## src/core/mcb_pkg.sv

```systemverilog
// Purpose: shared constants and types of the core control block
// Assumes: 32-bit classic Wishbone, byte addresses, one clock
// Notes:   work register layout is the packed struct order
package mcb_pkg;

  // ***************************************************
  // widths
  // ***************************************************
  localparam int unsigned PC_W        = 14;
  localparam int unsigned STACK_DEPTH = 8;
  localparam int unsigned SP_W        = 3;
  localparam int unsigned CNT_W       = 4;
  localparam int unsigned PORT_W      = 14;
  localparam int unsigned FN_W        = 5;
  localparam int unsigned CMD_W       = 9;
  localparam int unsigned INT_W       = 3;
  localparam int unsigned WORK_W      = 21;

  // ***************************************************
  // register byte offsets
  // ***************************************************
  localparam logic [7:0] OFS_PIN_CTRL = 8'h00;
  localparam logic [7:0] OFS_IRQ_EN   = 8'h04;
  localparam logic [7:0] OFS_KEYON    = 8'h08;
  localparam logic [7:0] OFS_CMD      = 8'h0C;
  localparam logic [7:0] OFS_STK_DATA = 8'h10;
  localparam logic [7:0] OFS_STATUS   = 8'h14;
  localparam logic [7:0] OFS_WORK     = 8'h18;
  localparam logic [7:0] OFS_INT_STAT = 8'h1C;
  localparam logic [7:0] OFS_INT_MASK = 8'h20;
  localparam logic [7:0] OFS_PORT_OUT = 8'h24;
  localparam logic [7:0] OFS_PORT_OE  = 8'h28;
  localparam logic [7:0] OFS_PORT_IN  = 8'h2C;
  localparam logic [7:0] OFS_FUNC     = 8'h30;

  // ***************************************************
  // field positions
  // ***************************************************
  localparam int unsigned PIN_EN_BIT   = 3;
  localparam int unsigned PIN_EDGE_BIT = 2;
  localparam int unsigned EN_EXT_BIT   = 0;
  localparam int unsigned CMD_SKIP_CLR = 0;
  localparam int unsigned CMD_ARM      = 1;
  localparam int unsigned CMD_PDOWN    = 2;
  localparam int unsigned CMD_DI       = 3;
  localparam int unsigned CMD_EI       = 4;
  localparam int unsigned CMD_CALL     = 5;
  localparam int unsigned CMD_RET      = 6;
  localparam int unsigned CMD_IRQ_ENT  = 7;
  localparam int unsigned CMD_TBL_REF  = 8;
  localparam int unsigned INT_EXT      = 0;
  localparam int unsigned INT_WAKE     = 1;
  localparam int unsigned INT_OVF      = 2;
  localparam int unsigned ST_FLAG      = 0;
  localparam int unsigned ST_SKIP      = 1;
  localparam int unsigned ST_PS        = 2;
  localparam int unsigned ST_SP        = 4;
  localparam int unsigned ST_IE        = 7;
  localparam int unsigned FN_SERIAL    = 0;
  localparam int unsigned FN_TMRA_OUT  = 1;
  localparam int unsigned FN_TMRB_OUT  = 2;
  localparam int unsigned P0_SERIAL_OUT_PIN      = 1;
  localparam int unsigned P1_TMRB      = 5;
  localparam int unsigned P1_TMRA      = 6;
  localparam int unsigned PIN_INT      = 4;

  // ***************************************************
  // reset values
  // ***************************************************
  localparam logic [3:0]        RST_PIN_CTRL = 4'h0;
  localparam logic [3:0]        RST_IRQ_EN   = 4'h0;
  localparam logic [INT_W-1:0]  RST_INT_MASK = 3'h0;
  localparam logic [2:0]        RST_FUNC     = 3'h0;
  localparam logic [PORT_W-1:0] RST_PORT     = 14'h0000;
  localparam logic [WORK_W-1:0] WORK_JUNK    = 21'h15A5A5;

  // ***************************************************
  // types
  // ***************************************************
  typedef struct packed {
    logic        cyc;
    logic        stb;
    logic        we;
    logic [7:0]  adr;
    logic [3:0]  sel;
    logic [31:0] dat;
  } mcb_wb_req_t;

  typedef struct packed {
    logic [1:0] grp;
    logic [3:0] file;
    logic [3:0] digit;
    logic [2:0] tbl_hi;
    logic [7:0] temp;
  } mcb_work_t;

  typedef enum logic [1:0] {
    PS_RUN    = 2'b00,
    PS_ARMED  = 2'b01,
    PS_BACKUP = 2'b11
  } mcb_pstate_t;

endpackage

```

## src/core/mcb_core.sv

```systemverilog
// Purpose: core control: work regs, return stack, power-down,
//          external interrupt pin and shared port pins
// Assumes: classic Wishbone slave, software is the only party
// Notes:   commands are one-shot writes to the command register
// Function
// - after reset selector, pointer, temp undefined
// - after back-up return work registers undefined
// - eight-entry return stack with index
// - interrupts and table references consume entries
// - serial use keeps port 0 bits usable
// - timer pins keep port 1 bits readable
// - interrupt and analog pins keep port use
// - back-up only after arm then power-down
// - pin control bit 3 gates interrupt pin
// - changing bit 3 may set request flag
// - skip-and-clear command clears request flag while enable bit 0 is zero
// - bit 3 zero disables interrupt pin
`timescale 1ns/1ps
module mcb_core
  import mcb_pkg::*;
(
  // clock and reset
  input  wire logic              i_ref_clk,
  input  wire logic              i_rst,
  // wishbone slave
  input  wire mcb_wb_req_t       i_wb,
  output logic                   o_wb_ack,
  output logic        [31:0]     o_wb_dat,
  // port pins
  input  wire logic   [PORT_W-1:0] i_port_pin,
  output logic        [PORT_W-1:0] o_port_pin,
  output logic        [PORT_W-1:0] o_port_oe,
  // function pins with own thresholds
  input  wire logic   [FN_W-1:0] i_fn_pin,
  input  wire logic              i_wake_pin,
  output logic        [FN_W-1:0] o_fn_in,
  // peripheral drive
  input  wire logic              i_serial_out,
  input  wire logic   [1:0]      i_timer_out,
  // core status
  output logic                   o_ext_irq_req,
  output logic                   o_skip,
  output logic                   o_backup,
  output logic                   o_irq
);

  // ***************************************************
  // declarations
  // ***************************************************
  logic [PORT_W-1:0] port_in;
  logic              wake_lvl;
  logic              ack_q;
  logic [31:0]       rd_data;
  logic              wr_fire;
  logic [31:0]       wmask;
  logic [CMD_W-1:0]  cmd;
  logic              cmd_ok;
  logic              pdown_only;
  logic [3:0]        pin_ctrl_q;
  logic [3:0]        irq_en_q;
  logic              keyon_q;
  logic              ie_q;
  logic [2:0]        func_q;
  logic [PORT_W-1:0] port_out_q;
  logic [PORT_W-1:0] port_oe_q;
  logic [PC_W-1:0]   stk_data_q;
  mcb_work_t         work_q;
  logic [INT_W-1:0]  int_stat_q;
  logic [INT_W-1:0]  int_mask_q;
  logic [INT_W-1:0]  int_set;
  mcb_pstate_t       ps_q;
  logic              gated_int;
  logic              gated_prev_q;
  logic              ext_edge;
  logic              ext_flag_q;
  logic              snz;
  logic              skip_q;
  logic              wake;
  logic              stk_push;
  logic              stk_pop;
  logic [PC_W-1:0]   stk_top;
  logic [SP_W-1:0]   stk_index;
  logic              stk_ovf;
  logic [PORT_W-1:0] pin_out_d;
  logic [PORT_W-1:0] pin_oe_d;

  // ***************************************************
  // pin synchronisers and return stack
  // ***************************************************
  mcb_sync #(.W(PORT_W + FN_W + 1)) u_sync (
    .i_ref_clk (i_ref_clk),
    .i_rst     (i_rst),
    .i_async   ({i_wake_pin, i_fn_pin, i_port_pin}),
    .o_sync    ({wake_lvl, o_fn_in, port_in})
  );

  mcb_ret_stack u_stack (
    .i_ref_clk (i_ref_clk),
    .i_rst     (i_rst),
    .i_push    (stk_push),
    .i_pop     (stk_pop),
    .i_data    (stk_data_q),
    .o_top     (stk_top),
    .o_index   (stk_index),
    .o_ovf     (stk_ovf)
  );

  // ***************************************************
  // bus slave
  // ***************************************************
  // write lands at the edge where the master sees ack
  assign wr_fire  = i_wb.cyc && i_wb.stb && i_wb.we && ack_q;
  assign o_wb_ack = ack_q;
  always_comb begin
    for (int i = 0; i < 4; i++) begin
      wmask[i*8 +: 8] = {8{i_wb.sel[i]}};
    end
  end

  assign cmd = (wr_fire && i_wb.adr == OFS_CMD)
             ? CMD_W'(i_wb.dat & wmask) : '0;
  // the core sleeps in back-up, so commands are dropped there
  assign cmd_ok     = (|cmd) && (ps_q != PS_BACKUP);
  assign pdown_only = cmd_ok && (cmd == CMD_W'(1 << CMD_PDOWN));

  always_ff @(posedge i_ref_clk or posedge i_rst) begin
    if (i_rst) begin
      ack_q    <= 1'b0;
      o_wb_dat <= 32'h0000_0000;
    end else begin
      ack_q <= i_wb.cyc && i_wb.stb && !ack_q;
      if (i_wb.cyc && i_wb.stb && !ack_q) begin
        o_wb_dat <= rd_data;
      end
    end
  end

  always_comb begin
    rd_data = 32'h0000_0000;
    case (i_wb.adr)
      OFS_PIN_CTRL: rd_data[3:0] = pin_ctrl_q;
      OFS_IRQ_EN:   rd_data[3:0] = irq_en_q;
      OFS_KEYON:    rd_data[0] = keyon_q;
      OFS_STK_DATA: rd_data[PC_W-1:0] = stk_top;
      OFS_STATUS: begin
        rd_data[ST_FLAG]            = ext_flag_q;
        rd_data[ST_SKIP]            = skip_q;
        rd_data[ST_PS +: 2]         = ps_q;
        rd_data[ST_SP +: SP_W]      = stk_index;
        rd_data[ST_IE]              = ie_q;
      end
      OFS_WORK:     rd_data[WORK_W-1:0] = work_q;
      OFS_INT_STAT: rd_data[INT_W-1:0] = int_stat_q;
      OFS_INT_MASK: rd_data[INT_W-1:0] = int_mask_q;
      OFS_PORT_OUT: rd_data[PORT_W-1:0] = port_out_q;
      OFS_PORT_OE:  rd_data[PORT_W-1:0] = port_oe_q;
      // pin levels stay readable under every shared function
      OFS_PORT_IN:  rd_data[PORT_W-1:0] = port_in;
      OFS_FUNC:     rd_data[2:0] = func_q;
      default:      rd_data = 32'h0000_0000;
    endcase
  end

  // ***************************************************
  // software-written control registers
  // ***************************************************
  always_ff @(posedge i_ref_clk or posedge i_rst) begin
    if (i_rst) begin
      pin_ctrl_q <= RST_PIN_CTRL;
      irq_en_q   <= RST_IRQ_EN;
      keyon_q    <= 1'b0;
      func_q     <= RST_FUNC;
      port_out_q <= RST_PORT;
      port_oe_q  <= RST_PORT;
      int_mask_q <= RST_INT_MASK;
      stk_data_q <= '0;
    end else if (wr_fire) begin
      case (i_wb.adr)
        OFS_PIN_CTRL: pin_ctrl_q <= 4'((pin_ctrl_q & ~wmask[3:0])
                                   | (i_wb.dat[3:0] & wmask[3:0]));
        OFS_IRQ_EN:   irq_en_q <= 4'((irq_en_q & ~wmask[3:0])
                                 | (i_wb.dat[3:0] & wmask[3:0]));
        OFS_KEYON:    keyon_q <= i_wb.sel[0] ? i_wb.dat[0] : keyon_q;
        OFS_FUNC:     func_q <= i_wb.sel[0] ? i_wb.dat[2:0] : func_q;
        OFS_PORT_OUT: port_out_q <= (port_out_q & ~wmask[PORT_W-1:0])
                                  | (i_wb.dat[PORT_W-1:0]
                                     & wmask[PORT_W-1:0]);
        OFS_PORT_OE:  port_oe_q <= (port_oe_q & ~wmask[PORT_W-1:0])
                                 | (i_wb.dat[PORT_W-1:0]
                                    & wmask[PORT_W-1:0]);
        OFS_INT_MASK: int_mask_q <= i_wb.sel[0] ? i_wb.dat[INT_W-1:0]
                                               : int_mask_q;
        OFS_STK_DATA: stk_data_q <= (stk_data_q & ~wmask[PC_W-1:0])
                                  | (i_wb.dat[PC_W-1:0]
                                     & wmask[PC_W-1:0]);
        default: ;
      endcase
    end
  end

  // global interrupt enable, cleared by the disable command
  always_ff @(posedge i_ref_clk or posedge i_rst) begin
    if (i_rst) begin
      ie_q <= 1'b0;
    end else if (cmd_ok && cmd[CMD_DI]) begin
      ie_q <= 1'b0;
    end else if (cmd_ok && cmd[CMD_EI]) begin
      ie_q <= 1'b1;
    end
  end

  // ***************************************************
  // work registers
  // ***************************************************
  // no reset on purpose: selector, pointer and temp start unknown
  always_ff @(posedge i_ref_clk) begin
    if (wake) begin
      work_q <= mcb_work_t'(WORK_JUNK);
    end else if (wr_fire && i_wb.adr == OFS_WORK) begin
      work_q <= mcb_work_t'((work_q & ~wmask[WORK_W-1:0])
                | (i_wb.dat[WORK_W-1:0] & wmask[WORK_W-1:0]));
    end
  end

  // ***************************************************
  // return stack requests
  // ***************************************************
  // one entry per write, whichever pushing command is given
  assign stk_push = cmd_ok && (cmd[CMD_CALL] || cmd[CMD_IRQ_ENT]
                    || cmd[CMD_TBL_REF]);
  assign stk_pop  = cmd_ok && cmd[CMD_RET];

  // ***************************************************
  // external interrupt pin and request flag
  // ***************************************************
  // gating ahead of the edge detector makes a bit 3 change an edge
  assign gated_int = o_fn_in[PIN_INT] && pin_ctrl_q[PIN_EN_BIT];
  assign ext_edge  = pin_ctrl_q[PIN_EDGE_BIT]
                   ? (gated_int && !gated_prev_q)
                   : (!gated_int && gated_prev_q);
  assign snz = cmd_ok && cmd[CMD_SKIP_CLR] && !irq_en_q[EN_EXT_BIT];

  always_ff @(posedge i_ref_clk or posedge i_rst) begin
    if (i_rst) begin
      gated_prev_q <= 1'b0;
      ext_flag_q   <= 1'b0;
      skip_q       <= 1'b0;
      o_skip       <= 1'b0;
    end else begin
      gated_prev_q <= gated_int;
      if (ext_edge) begin
        ext_flag_q <= 1'b1;
      end else if ((snz && ext_flag_q)
                   || (cmd_ok && cmd[CMD_IRQ_ENT])) begin
        ext_flag_q <= 1'b0;
      end
      o_skip <= snz && ext_flag_q;
      if (snz) begin
        skip_q <= ext_flag_q;
      end
    end
  end

  // ***************************************************
  // power-down sequencing
  // ***************************************************
  assign wake = (ps_q == PS_BACKUP)
              && (wake_lvl || (keyon_q && ext_edge));

  always_ff @(posedge i_ref_clk or posedge i_rst) begin
    if (i_rst) begin
      ps_q <= PS_RUN;
    end else begin
      case (ps_q)
        PS_RUN: begin
          if (cmd_ok && cmd[CMD_ARM] && !cmd[CMD_PDOWN]) begin
            ps_q <= PS_ARMED;
          end
        end
        PS_ARMED: begin
          if (pdown_only) begin
            ps_q <= PS_BACKUP;
          end else if (cmd_ok && !cmd[CMD_ARM]) begin
            ps_q <= PS_RUN;
          end
        end
        PS_BACKUP: begin
          if (wake) begin
            ps_q <= PS_RUN;
          end
        end
        default: ps_q <= PS_RUN;
      endcase
    end
  end

  // ***************************************************
  // interrupt status and outputs
  // ***************************************************
  always_comb begin
    int_set           = '0;
    int_set[INT_EXT]  = ext_edge;
    int_set[INT_WAKE] = wake;
    int_set[INT_OVF]  = stk_ovf;
  end

  always_ff @(posedge i_ref_clk or posedge i_rst) begin
    if (i_rst) begin
      int_stat_q    <= '0;
      o_irq         <= 1'b0;
      o_ext_irq_req <= 1'b0;
      o_backup      <= 1'b0;
    end else begin
      // a new event beats a clear in the same cycle
      if (wr_fire && i_wb.adr == OFS_INT_STAT) begin
        int_stat_q <= (int_stat_q & ~INT_W'(i_wb.dat & wmask))
                    | int_set;
      end else begin
        int_stat_q <= int_stat_q | int_set;
      end
      o_irq         <= |(int_stat_q & int_mask_q);
      o_ext_irq_req <= ext_flag_q && irq_en_q[EN_EXT_BIT] && ie_q;
      o_backup      <= (ps_q == PS_BACKUP);
    end
  end

  // ***************************************************
  // shared port pins
  // ***************************************************
  // peripherals only take over drive; inputs are never blocked
  always_comb begin
    pin_out_d = port_out_q;
    pin_oe_d  = port_oe_q;
    if (func_q[FN_SERIAL]) begin
      pin_out_d[P0_SERIAL_OUT_PIN] = i_serial_out;
      pin_oe_d[P0_SERIAL_OUT_PIN]  = 1'b1;
    end
    if (func_q[FN_TMRA_OUT]) begin
      pin_out_d[P1_TMRA] = i_timer_out[0];
      pin_oe_d[P1_TMRA]  = 1'b1;
    end
    if (func_q[FN_TMRB_OUT]) begin
      pin_out_d[P1_TMRB] = i_timer_out[1];
      pin_oe_d[P1_TMRB]  = 1'b1;
    end
  end

  always_ff @(posedge i_ref_clk or posedge i_rst) begin
    if (i_rst) begin
      o_port_pin <= RST_PORT;
      o_port_oe  <= RST_PORT;
    end else begin
      o_port_pin <= pin_out_d;
      o_port_oe  <= pin_oe_d;
    end
  end

  // ***************************************************
  // checks
  // ***************************************************
  property p_edge_sets_flag;
    @(posedge i_ref_clk) disable iff (i_rst)
      ext_edge |=> ext_flag_q && int_stat_q[INT_EXT];
  endproperty
  a_edge_sets_flag: assert property (p_edge_sets_flag)
    else $error("pin edge lost");

  property p_disabled_quiet;
    @(posedge i_ref_clk) disable iff (i_rst)
      (!pin_ctrl_q[PIN_EN_BIT] && !gated_prev_q) |-> !ext_edge;
  endproperty
  a_disabled_quiet: assert property (p_disabled_quiet)
    else $error("disabled pin raised an edge");

  property p_gate;
    @(posedge i_ref_clk) disable iff (i_rst)
      !pin_ctrl_q[PIN_EN_BIT] |-> !gated_int;
  endproperty
  a_gate: assert property (p_gate)
    else $error("pin passed while gated off");

  property p_skip_clears;
    @(posedge i_ref_clk) disable iff (i_rst)
      (snz && ext_flag_q && !ext_edge) |=> !ext_flag_q && o_skip
        && skip_q ##1 !o_skip;
  endproperty
  a_skip_clears: assert property (p_skip_clears)
    else $error("skip-and-clear misbehaved");

  property p_snz_blocked;
    @(posedge i_ref_clk) disable iff (i_rst)
      (cmd_ok && cmd[CMD_SKIP_CLR] && irq_en_q[EN_EXT_BIT])
        |=> !o_skip && $stable(skip_q);
  endproperty
  a_snz_blocked: assert property (p_snz_blocked)
    else $error("skip test ran with enable set");

  property p_pof_alone;
    @(posedge i_ref_clk) disable iff (i_rst)
      (ps_q == PS_RUN && pdown_only) |=> ps_q == PS_RUN ##1 !o_backup;
  endproperty
  a_pof_alone: assert property (p_pof_alone)
    else $error("power-down alone entered back-up");

  property p_pair_enters;
    @(posedge i_ref_clk) disable iff (i_rst)
      (ps_q == PS_ARMED && pdown_only) |=> ps_q == PS_BACKUP
        ##1 o_backup;
  endproperty
  a_pair_enters: assert property (p_pair_enters)
    else $error("arm then power-down missed back-up");

  property p_wake_junk;
    @(posedge i_ref_clk) disable iff (i_rst)
      wake |=> (work_q == mcb_work_t'(WORK_JUNK)) && ps_q == PS_RUN;
  endproperty
  a_wake_junk: assert property (p_wake_junk)
    else $error("work registers kept over back-up");

  property p_serial_out_pin_drive;
    @(posedge i_ref_clk) disable iff (i_rst)
      func_q[FN_SERIAL] |=> o_port_oe[P0_SERIAL_OUT_PIN]
        && o_port_pin[P0_SERIAL_OUT_PIN] == $past(i_serial_out);
  endproperty
  a_serial_out_pin_drive: assert property (p_serial_out_pin_drive)
    else $error("serial out not on port 0 bit 1");

endmodule

```

## src/core/mcb_ret_stack.sv

```systemverilog
// Purpose: eight-entry return stack with wrapping index
// Assumes: push and pop come from the same clock domain
// Notes:   overflow wraps and overwrites, it is only reported
`timescale 1ns/1ps
module mcb_ret_stack
  import mcb_pkg::*;
(
  // clock and reset
  input  wire logic            i_ref_clk,
  input  wire logic            i_rst,
  // requests
  input  wire logic            i_push,
  input  wire logic            i_pop,
  input  wire logic [PC_W-1:0] i_data,
  // state
  output logic      [PC_W-1:0] o_top,
  output logic      [SP_W-1:0] o_index,
  output logic                 o_ovf
);

  logic [PC_W-1:0]  entry_q [STACK_DEPTH];
  logic [CNT_W-1:0] count_q;
  logic             full;

  assign full  = (count_q == CNT_W'(STACK_DEPTH));
  assign o_top = entry_q[o_index - 3'h1];

  // entries hold no reset: contents are meaningless until pushed
  always_ff @(posedge i_ref_clk) begin
    if (i_push && !i_pop) begin
      entry_q[o_index] <= i_data;
    end
  end

  always_ff @(posedge i_ref_clk or posedge i_rst) begin
    if (i_rst) begin
      o_index <= '0;
      count_q <= '0;
      o_ovf   <= 1'b0;
    end else begin
      o_ovf <= i_push && !i_pop && full;
      if (i_push && !i_pop) begin
        o_index <= o_index + 3'h1;
        if (!full) begin
          count_q <= count_q + 4'h1;
        end
      end else if (i_pop && !i_push) begin
        o_index <= o_index - 3'h1;
        if (count_q != 4'h0) begin
          count_q <= count_q - 4'h1;
        end
      end
    end
  end

  property p_push_moves;
    @(posedge i_ref_clk) disable iff (i_rst)
      (i_push && !i_pop) |=> (o_index == $past(o_index) + 3'h1)
        && (o_top == $past(i_data));
  endproperty
  a_push_moves: assert property (p_push_moves)
    else $error("push did not store on top");

  property p_overflow;
    @(posedge i_ref_clk) disable iff (i_rst)
      (i_push && !i_pop && count_q == 4'h8) |=> o_ovf ##1 !o_ovf;
  endproperty
  a_overflow: assert property (p_overflow)
    else $error("ninth push not reported as overflow");

endmodule

```

## src/core/mcb_sync.sv

```systemverilog
// Purpose: two-flop synchroniser for pin inputs
// Assumes: inputs are quasi-static against the clock
// Notes:   first stage feeds only the second stage
`timescale 1ns/1ps
module mcb_sync #(
  parameter int unsigned W = 1
) (
  // clock and reset
  input  wire logic         i_ref_clk,
  input  wire logic         i_rst,
  // pins
  input  wire logic [W-1:0] i_async,
  output logic      [W-1:0] o_sync
);

  logic [W-1:0] meta_q;

  always_ff @(posedge i_ref_clk or posedge i_rst) begin
    if (i_rst) begin
      meta_q <= '0;
      o_sync <= '0;
    end else begin
      meta_q <= i_async;
      o_sync <= meta_q;
    end
  end

endmodule

```

## config.mk

```make
export PLATFORM = sky130hd
export DESIGN_NAME = mcb_core
export DESIGN_NICKNAME = d
export VERILOG_FILES = /design/src/core/mcb_pkg.sv /design/src/core/mcb_core.sv /design/src/core/mcb_ret_stack.sv /design/src/core/mcb_sync.sv
export SDC_FILE = /design/constraint.sdc
export NUM_CORES = 1
export LEC_CHECK = 0
export BUFFER_PORTS_ARGS = -buffer_cell sky130_fd_sc_hd__buf_2
export CAP_MARGIN = 30
export CORE_MARGIN = 1
export CORE_UTILIZATION = 40
export DETAILED_ROUTE_END_ITERATION = 6
export PLACE_DENSITY_LB_ADDON = 0.1
export SLEW_MARGIN = 0
export SYNTH_ARGS = -nofsm -noshare
export SYNTH_HDL_FRONTEND = slang
export SYNTH_SLANG_ARGS = --single-unit
```

## constraint.sdc

```tcl
create_clock -name i_ref_clk -period 15.39 [get_ports i_ref_clk]
set_input_delay 3.078 -clock i_ref_clk [delete_from_list [all_inputs] [get_ports i_ref_clk]]
set_output_delay 3.078 -clock i_ref_clk [all_outputs]
set_load 0.005 [all_outputs]
```

# == Word-level counts from Yosys, hierarchy flattened ==
# Memories as Yosys holds them, arrays and structs flattened.
# Cells that the tools add are included.
# classes
n_bitwise,24
n_eq_ne,21
add_sub_neg,4
reduce_logical,61
n_mux,32
# op_table
op,n
$and A14 B14 Y14,4
$and A21 B21 Y21,2
$or A14 B14 Y14,3
$eq A8 B6 Y1 const B,5
$eq A8 B5 Y1 const B,4
$logic_and A1 B1 Y1,30
$pmux W6 S5,1
$pmux W4 S6,1
$pmux W2 S11,1
$not A21 Y21,1
$or A21 B21 Y21,1
$eq A8 B4 Y1 const B,2
$mux W4,4
$reduce_and A3 Y1,5
$not A14 Y14,1
$mux W1,13
$and A4 B4 Y4,3
$pmux W1 S12,1
$reduce_and A2 Y1,5
$and A9 B9 Y9,1
$eq A9 B3 Y1 const B,1
$mux W3,3
$mux W9,1
$reduce_or A9 Y1,1
other kinds (26),48
# totals
n_memories,1
ramBits,112
ff_bits,189
elab_cells,175
input_bits,72
# memory_table
name,words,word_bits,rd,rd_clocked_by_memory_dff,wr,line_no,text
u_stack.entry_q,8,14,1,0,1,mcb_ret_stack.sv:21,logic [PC_W-1:0] entry_q [STACK_DEPTH];

# == Depth between registers and ports, before layout ==
# depth
word_depth,13
mapped_depth,14

# == Modules after synthesis ==
# Synthesis repeated with hierarchy kept, for this count alone.
# unflattened
cells_unflattened,778
area_unflattened_um2,12120.4
# by_module_without_submodules
mod,cells_each,area_per_inst_um2,instances
mcb_core,510,6296.0,1
mcb_ret_stack,227,4819.6,1
mcb_sync,41,1004.7,1

# == Least setup slack after synthesis ==
# No wires, ideal clock.
# synth_timing
path_kind,input-to-reg
startpoint,input i_wb[0] (netlist bit)
endpoint,memory u_stack.entry_q[0][0] (enable)
stages,9
t_arrival_ps,5895
t_required_ps,14987
slack_ps,9093
setup_time_ps,403
path_cell_list,or4_1 > o41ai_1 > a21oi_1 > o21ai_0 > or2_1 > ha_1 > clkbuf_1 > nand2_1 > nor3_1
# synth_via
elab_chain_len,9
word_cells_on_any_way,10
# synth_rtl
item,line_no,text
"start, declared",mcb_core.sv:26,"input wire mcb_wb_req_t i_wb,"
$and A9 B9 Y9 (*),-,
$mux W9 (*),mcb_core.sv:121,? CMD_W'(i_wb.dat & wmask) : '0;
$reduce_or A9 Y1 (*),mcb_core.sv:123,assign cmd_ok = (|cmd) && (ps_q != PS_BACKUP);
$logic_and A1 B1 Y1 (*),mcb_core.sv:123,
$logic_and A1 B1 Y1,mcb_core.sv:231,assign stk_pop = cmd_ok && cmd[CMD_RET];
$logic_not A1 Y1,mcb_ret_stack.sv:30,if (i_push && !i_pop) begin
$logic_and A1 B1 Y1 (*),mcb_ret_stack.sv:30,
$mux W1 (*),mcb_ret_stack.sv:30,
$mux W1 (not written as such) (*),mcb_ret_stack.sv:31,entry_q[o_index] <= i_data;
"end, declared",mcb_ret_stack.sv:21,
# Mark *: on every way between the ends. The rest lies on a longest branch, timed or not.

# == Worst setup path in the final report ==
# layout_timing
startpoint,input i_wb[0] (netlist bit)
endpoint,memory u_stack.entry_q[7][6] (enable)
# Same word-level chain as after synthesis.

==> impl_metrics.toml <==
[detailed_routing]
firstDrtPassIters = 5
via_per_inst = 5.27
detail_route.wl_per_cell_um = 21.2
drtIter0Drc = 503
vias = 7243
postRouteAntennaNets = 0
drt-total-wl_um = 29200
drc = 0

[timing]
slew_violations = 0
setup_viol = 0
hold_violations = 0
finClkSkew_ps = 12.2
period_minus_slack_ps = 6170
worst_pin_slew_ps = 995
rsz0062_at_grt = "no"
finalCritPeriodShare_pct = 40.1
fin_tns_setup_ps = 0
max_slew_margin_pct = 33.6
fmax_mhz = 162

[layout]
regArea_um2 = 7990
antenna_cells = 0
multi_input_area_um2 = 3790
layout-drive-gt1-share_pct = 30.3
syn_to_final_growth_pct = 16.6
final_nets = 1039
n_fill_cell = 2661
stdcell_area_um2 = 14000
layout_commonest_cell = "dfrtp_1"
final_cell_mix = "dfrtp_1, nand2_1, buf_2"

[floorplan]
rows = 63
die_area_um2 = 30700
num_io_pins = 142
die_width_um = 175
fp.dieH_um = 175
start_util_pct = 40.6
core-area_um2 = 29600

[worst_setup_path]
worst-path-stages = 9
arrival_ps = 6350
crit_path_max_incr_delay_ps = 840
worst_ep_required_time_ps = 15570
crit_slowest_cell = "nor2_2"
end_kind = "register"
startpoint = "i_wb[0]"
path_max_fanout = 14
path_class = "in -> reg"
reg2reg_depth = 8
crit_family = "simple AND/OR/NAND/NOR gates"
r2r-end = "u_stack.entry_q[7][6]"
r2r_slack_ps = 11970
crit_path_cell_trace = "buf_2 -> or4_1 -> o41ai_1 -> a21oi_1 -> o21ai_0 -> or2_1 -> ha_1 -> nand2_1 -> nor2_2"
cp_num_buf_inv = 1
r2r_start = "o_wb_ack"
cp-start-kind = "input port"
endpoint = "u_stack.entry_q[7][6]"

[synth]
synth_edf_count = 112
synth-main-ff-cell = "dfrtp_1"
synth_seq_cells = 301
synthDistinctLibCells = 77
synthAdderAreaFrac_pct = 0.729
synth_top_family_by_area = "multiplexers"
synth-simple-area-share_pct = 10.3
syn_inst = 836
synthMuxAreaShare_pct = 12.0
syn_avg_cell_area_um2 = 14.4
ys_seq_area_share_pct = 66.5
ys_async_sr_fraction_pct = 55.8
syn_area_um2 = 12000
synth-compound-area-share_pct = 7.22
synth_xor_area_share_pct = 0.583
ys.warnings.count = 0

[cts]
cts_tree = "built"
post_cts_resized = 0
h-tree-depth = 1
cts_hold_buf = 0
post_cts_buffers = 0
insertion_delay_ps = 560
cts_buffer_depth = 3
cts-root-buf = "clkbuf_16"
path_clk_slew_ps = 60
numCtsBuffers = 31
cts.sinks = 301

[global_routing]
antenna_found_initial = 0
grt_pass1_wl_um = 44900
grt_pass1_vias = 7332
grt_overflow = 0
grtUsageTotal_pct = 19.4
grt_max_degree = 94

[power_and_ir_drop]
vdd_drop_max_v = 0.0000775
power_density_nw_per_um2 = 116
leakage_nw = 6.22
p_total_w = 0.00162

[job]
maxCapViolations = 0

[placed_design]
place.port_buffers = 118
placed_area_um2 = 13000
hpwl_um = 19200
gp_congestion = 0.826

[outcome]
status = "finished, final reports clean"

[min_path]
hold_path_class = "reg -> reg"
[worst reg2reg max path, cell delays in order, from the launching register on]
cell	delay (ps)
dfrtp_1	390
and4_1	260
and3_1	270
and3_1	200
o21ai_0	190
or2_1	190
ha_1	420
nand2_1	260
nor2_2	850
[metrics by stage]
stage | util (%) | hold WS (ps) | setup slack [ps] | std cells
after detailed placement | 43.9 | 335 | 8640 | 1316
final | 47.4 | 339 | 9220 | 1375
after floorplan | - | 331 | 7770 | 846
after CTS | 47.3 | 344 | 9240 | 1374
after global placement | 43.8 | 331 | 8650 | 1314
after global routing | 47.4 | 352 | 9000 | 1375
[cell type report]
cell class / instances / area share (%)
clock buffer: 42 / 6.05
clock inverter: 16 / 0.992
inverter: 13 / 0.384
multi-input combinational: 485 / 27.0
sequential: 301 / 57.1
tap: 390 / 3.49
timing repair buffer: 128 / 4.98
[synth_stat cells, types with 4 or more instances]
library cell,instances,area share [%]
dfrtp_1,168,35
nand2_1,121,3.8
edfxtp_1,112,28
mux2_2,58,5.4
a21oi_1,30,1.3
mux4_2,30,5.6
nand3_1,28,1.2
o21ai_0,24,1.0
nor2_1,23,0.72
dfxtp_1,21,3.5
a22oi_1,17,1.1
buf_4,15,0.94
clkbuf_1,14,0.44
buf_2,13,0.54
inv_1,13,0.41
mux2i_1,11,0.92
ha_1,7,0.73
a221oi_1,6,0.44
and2_1,6,0.31
nor3_1,6,0.25
o22a_1,6,0.44
and3_1,5,0.26
nand2_2,5,0.26
xnor2_1,5,0.36
a21o_1,4,0.25
a221o_1,4,0.33
nor2b_1,4,0.21
o22ai_1,4,0.21
or2_2,4,0.21
[cell families after synthesis]
group                      count (synthesis)
DFF                                      301
and+or+nand+nor                          235
AOI/OAI and AO/OA                        125
muxes                                     99
buffers and inverters                     60
xor gates and xnor gates                   8
adders and majority gates                  7
other                                      1
[metal layers]
layer | track usage [%] | vias to the layer above | part of all wire [%]
met5 | 0 | - | 0
met4 | 5.58 | 0 | 2.4
met3 | 3.10 | 52 | 5.7
met2 | 30.9 | 221 | 47
met1 | 27.6 | 3647 | 45
li1 | - | 3323 | -
[how the worst min path moves through the flow]
stage,cells after the start,to,startpoint
floorplan,0,u_sync.o_sync[0],u_sync.meta_q[0]
global placement,0,u_sync.o_sync[17],u_sync.meta_q[17]
detailed placement,0,u_sync.o_sync[14],u_sync.meta_q[14]
CTS,0,u_sync.o_sync[18],u_sync.meta_q[18]
global route,0,u_sync.o_sync[18],u_sync.meta_q[18]
finish,0,u_sync.o_sync[18],u_sync.meta_q[18]
[where the power goes]
group | leakage (nW) | internal, W | switching (W)
sequential | 3.70 | 0.000835 | 0.00000400
combinational | 2.04 | 0.0000168 | 0.0000345
clock | 0.483 | 0.000419 | 0.000309
Power figures use the tool's default switching activity.
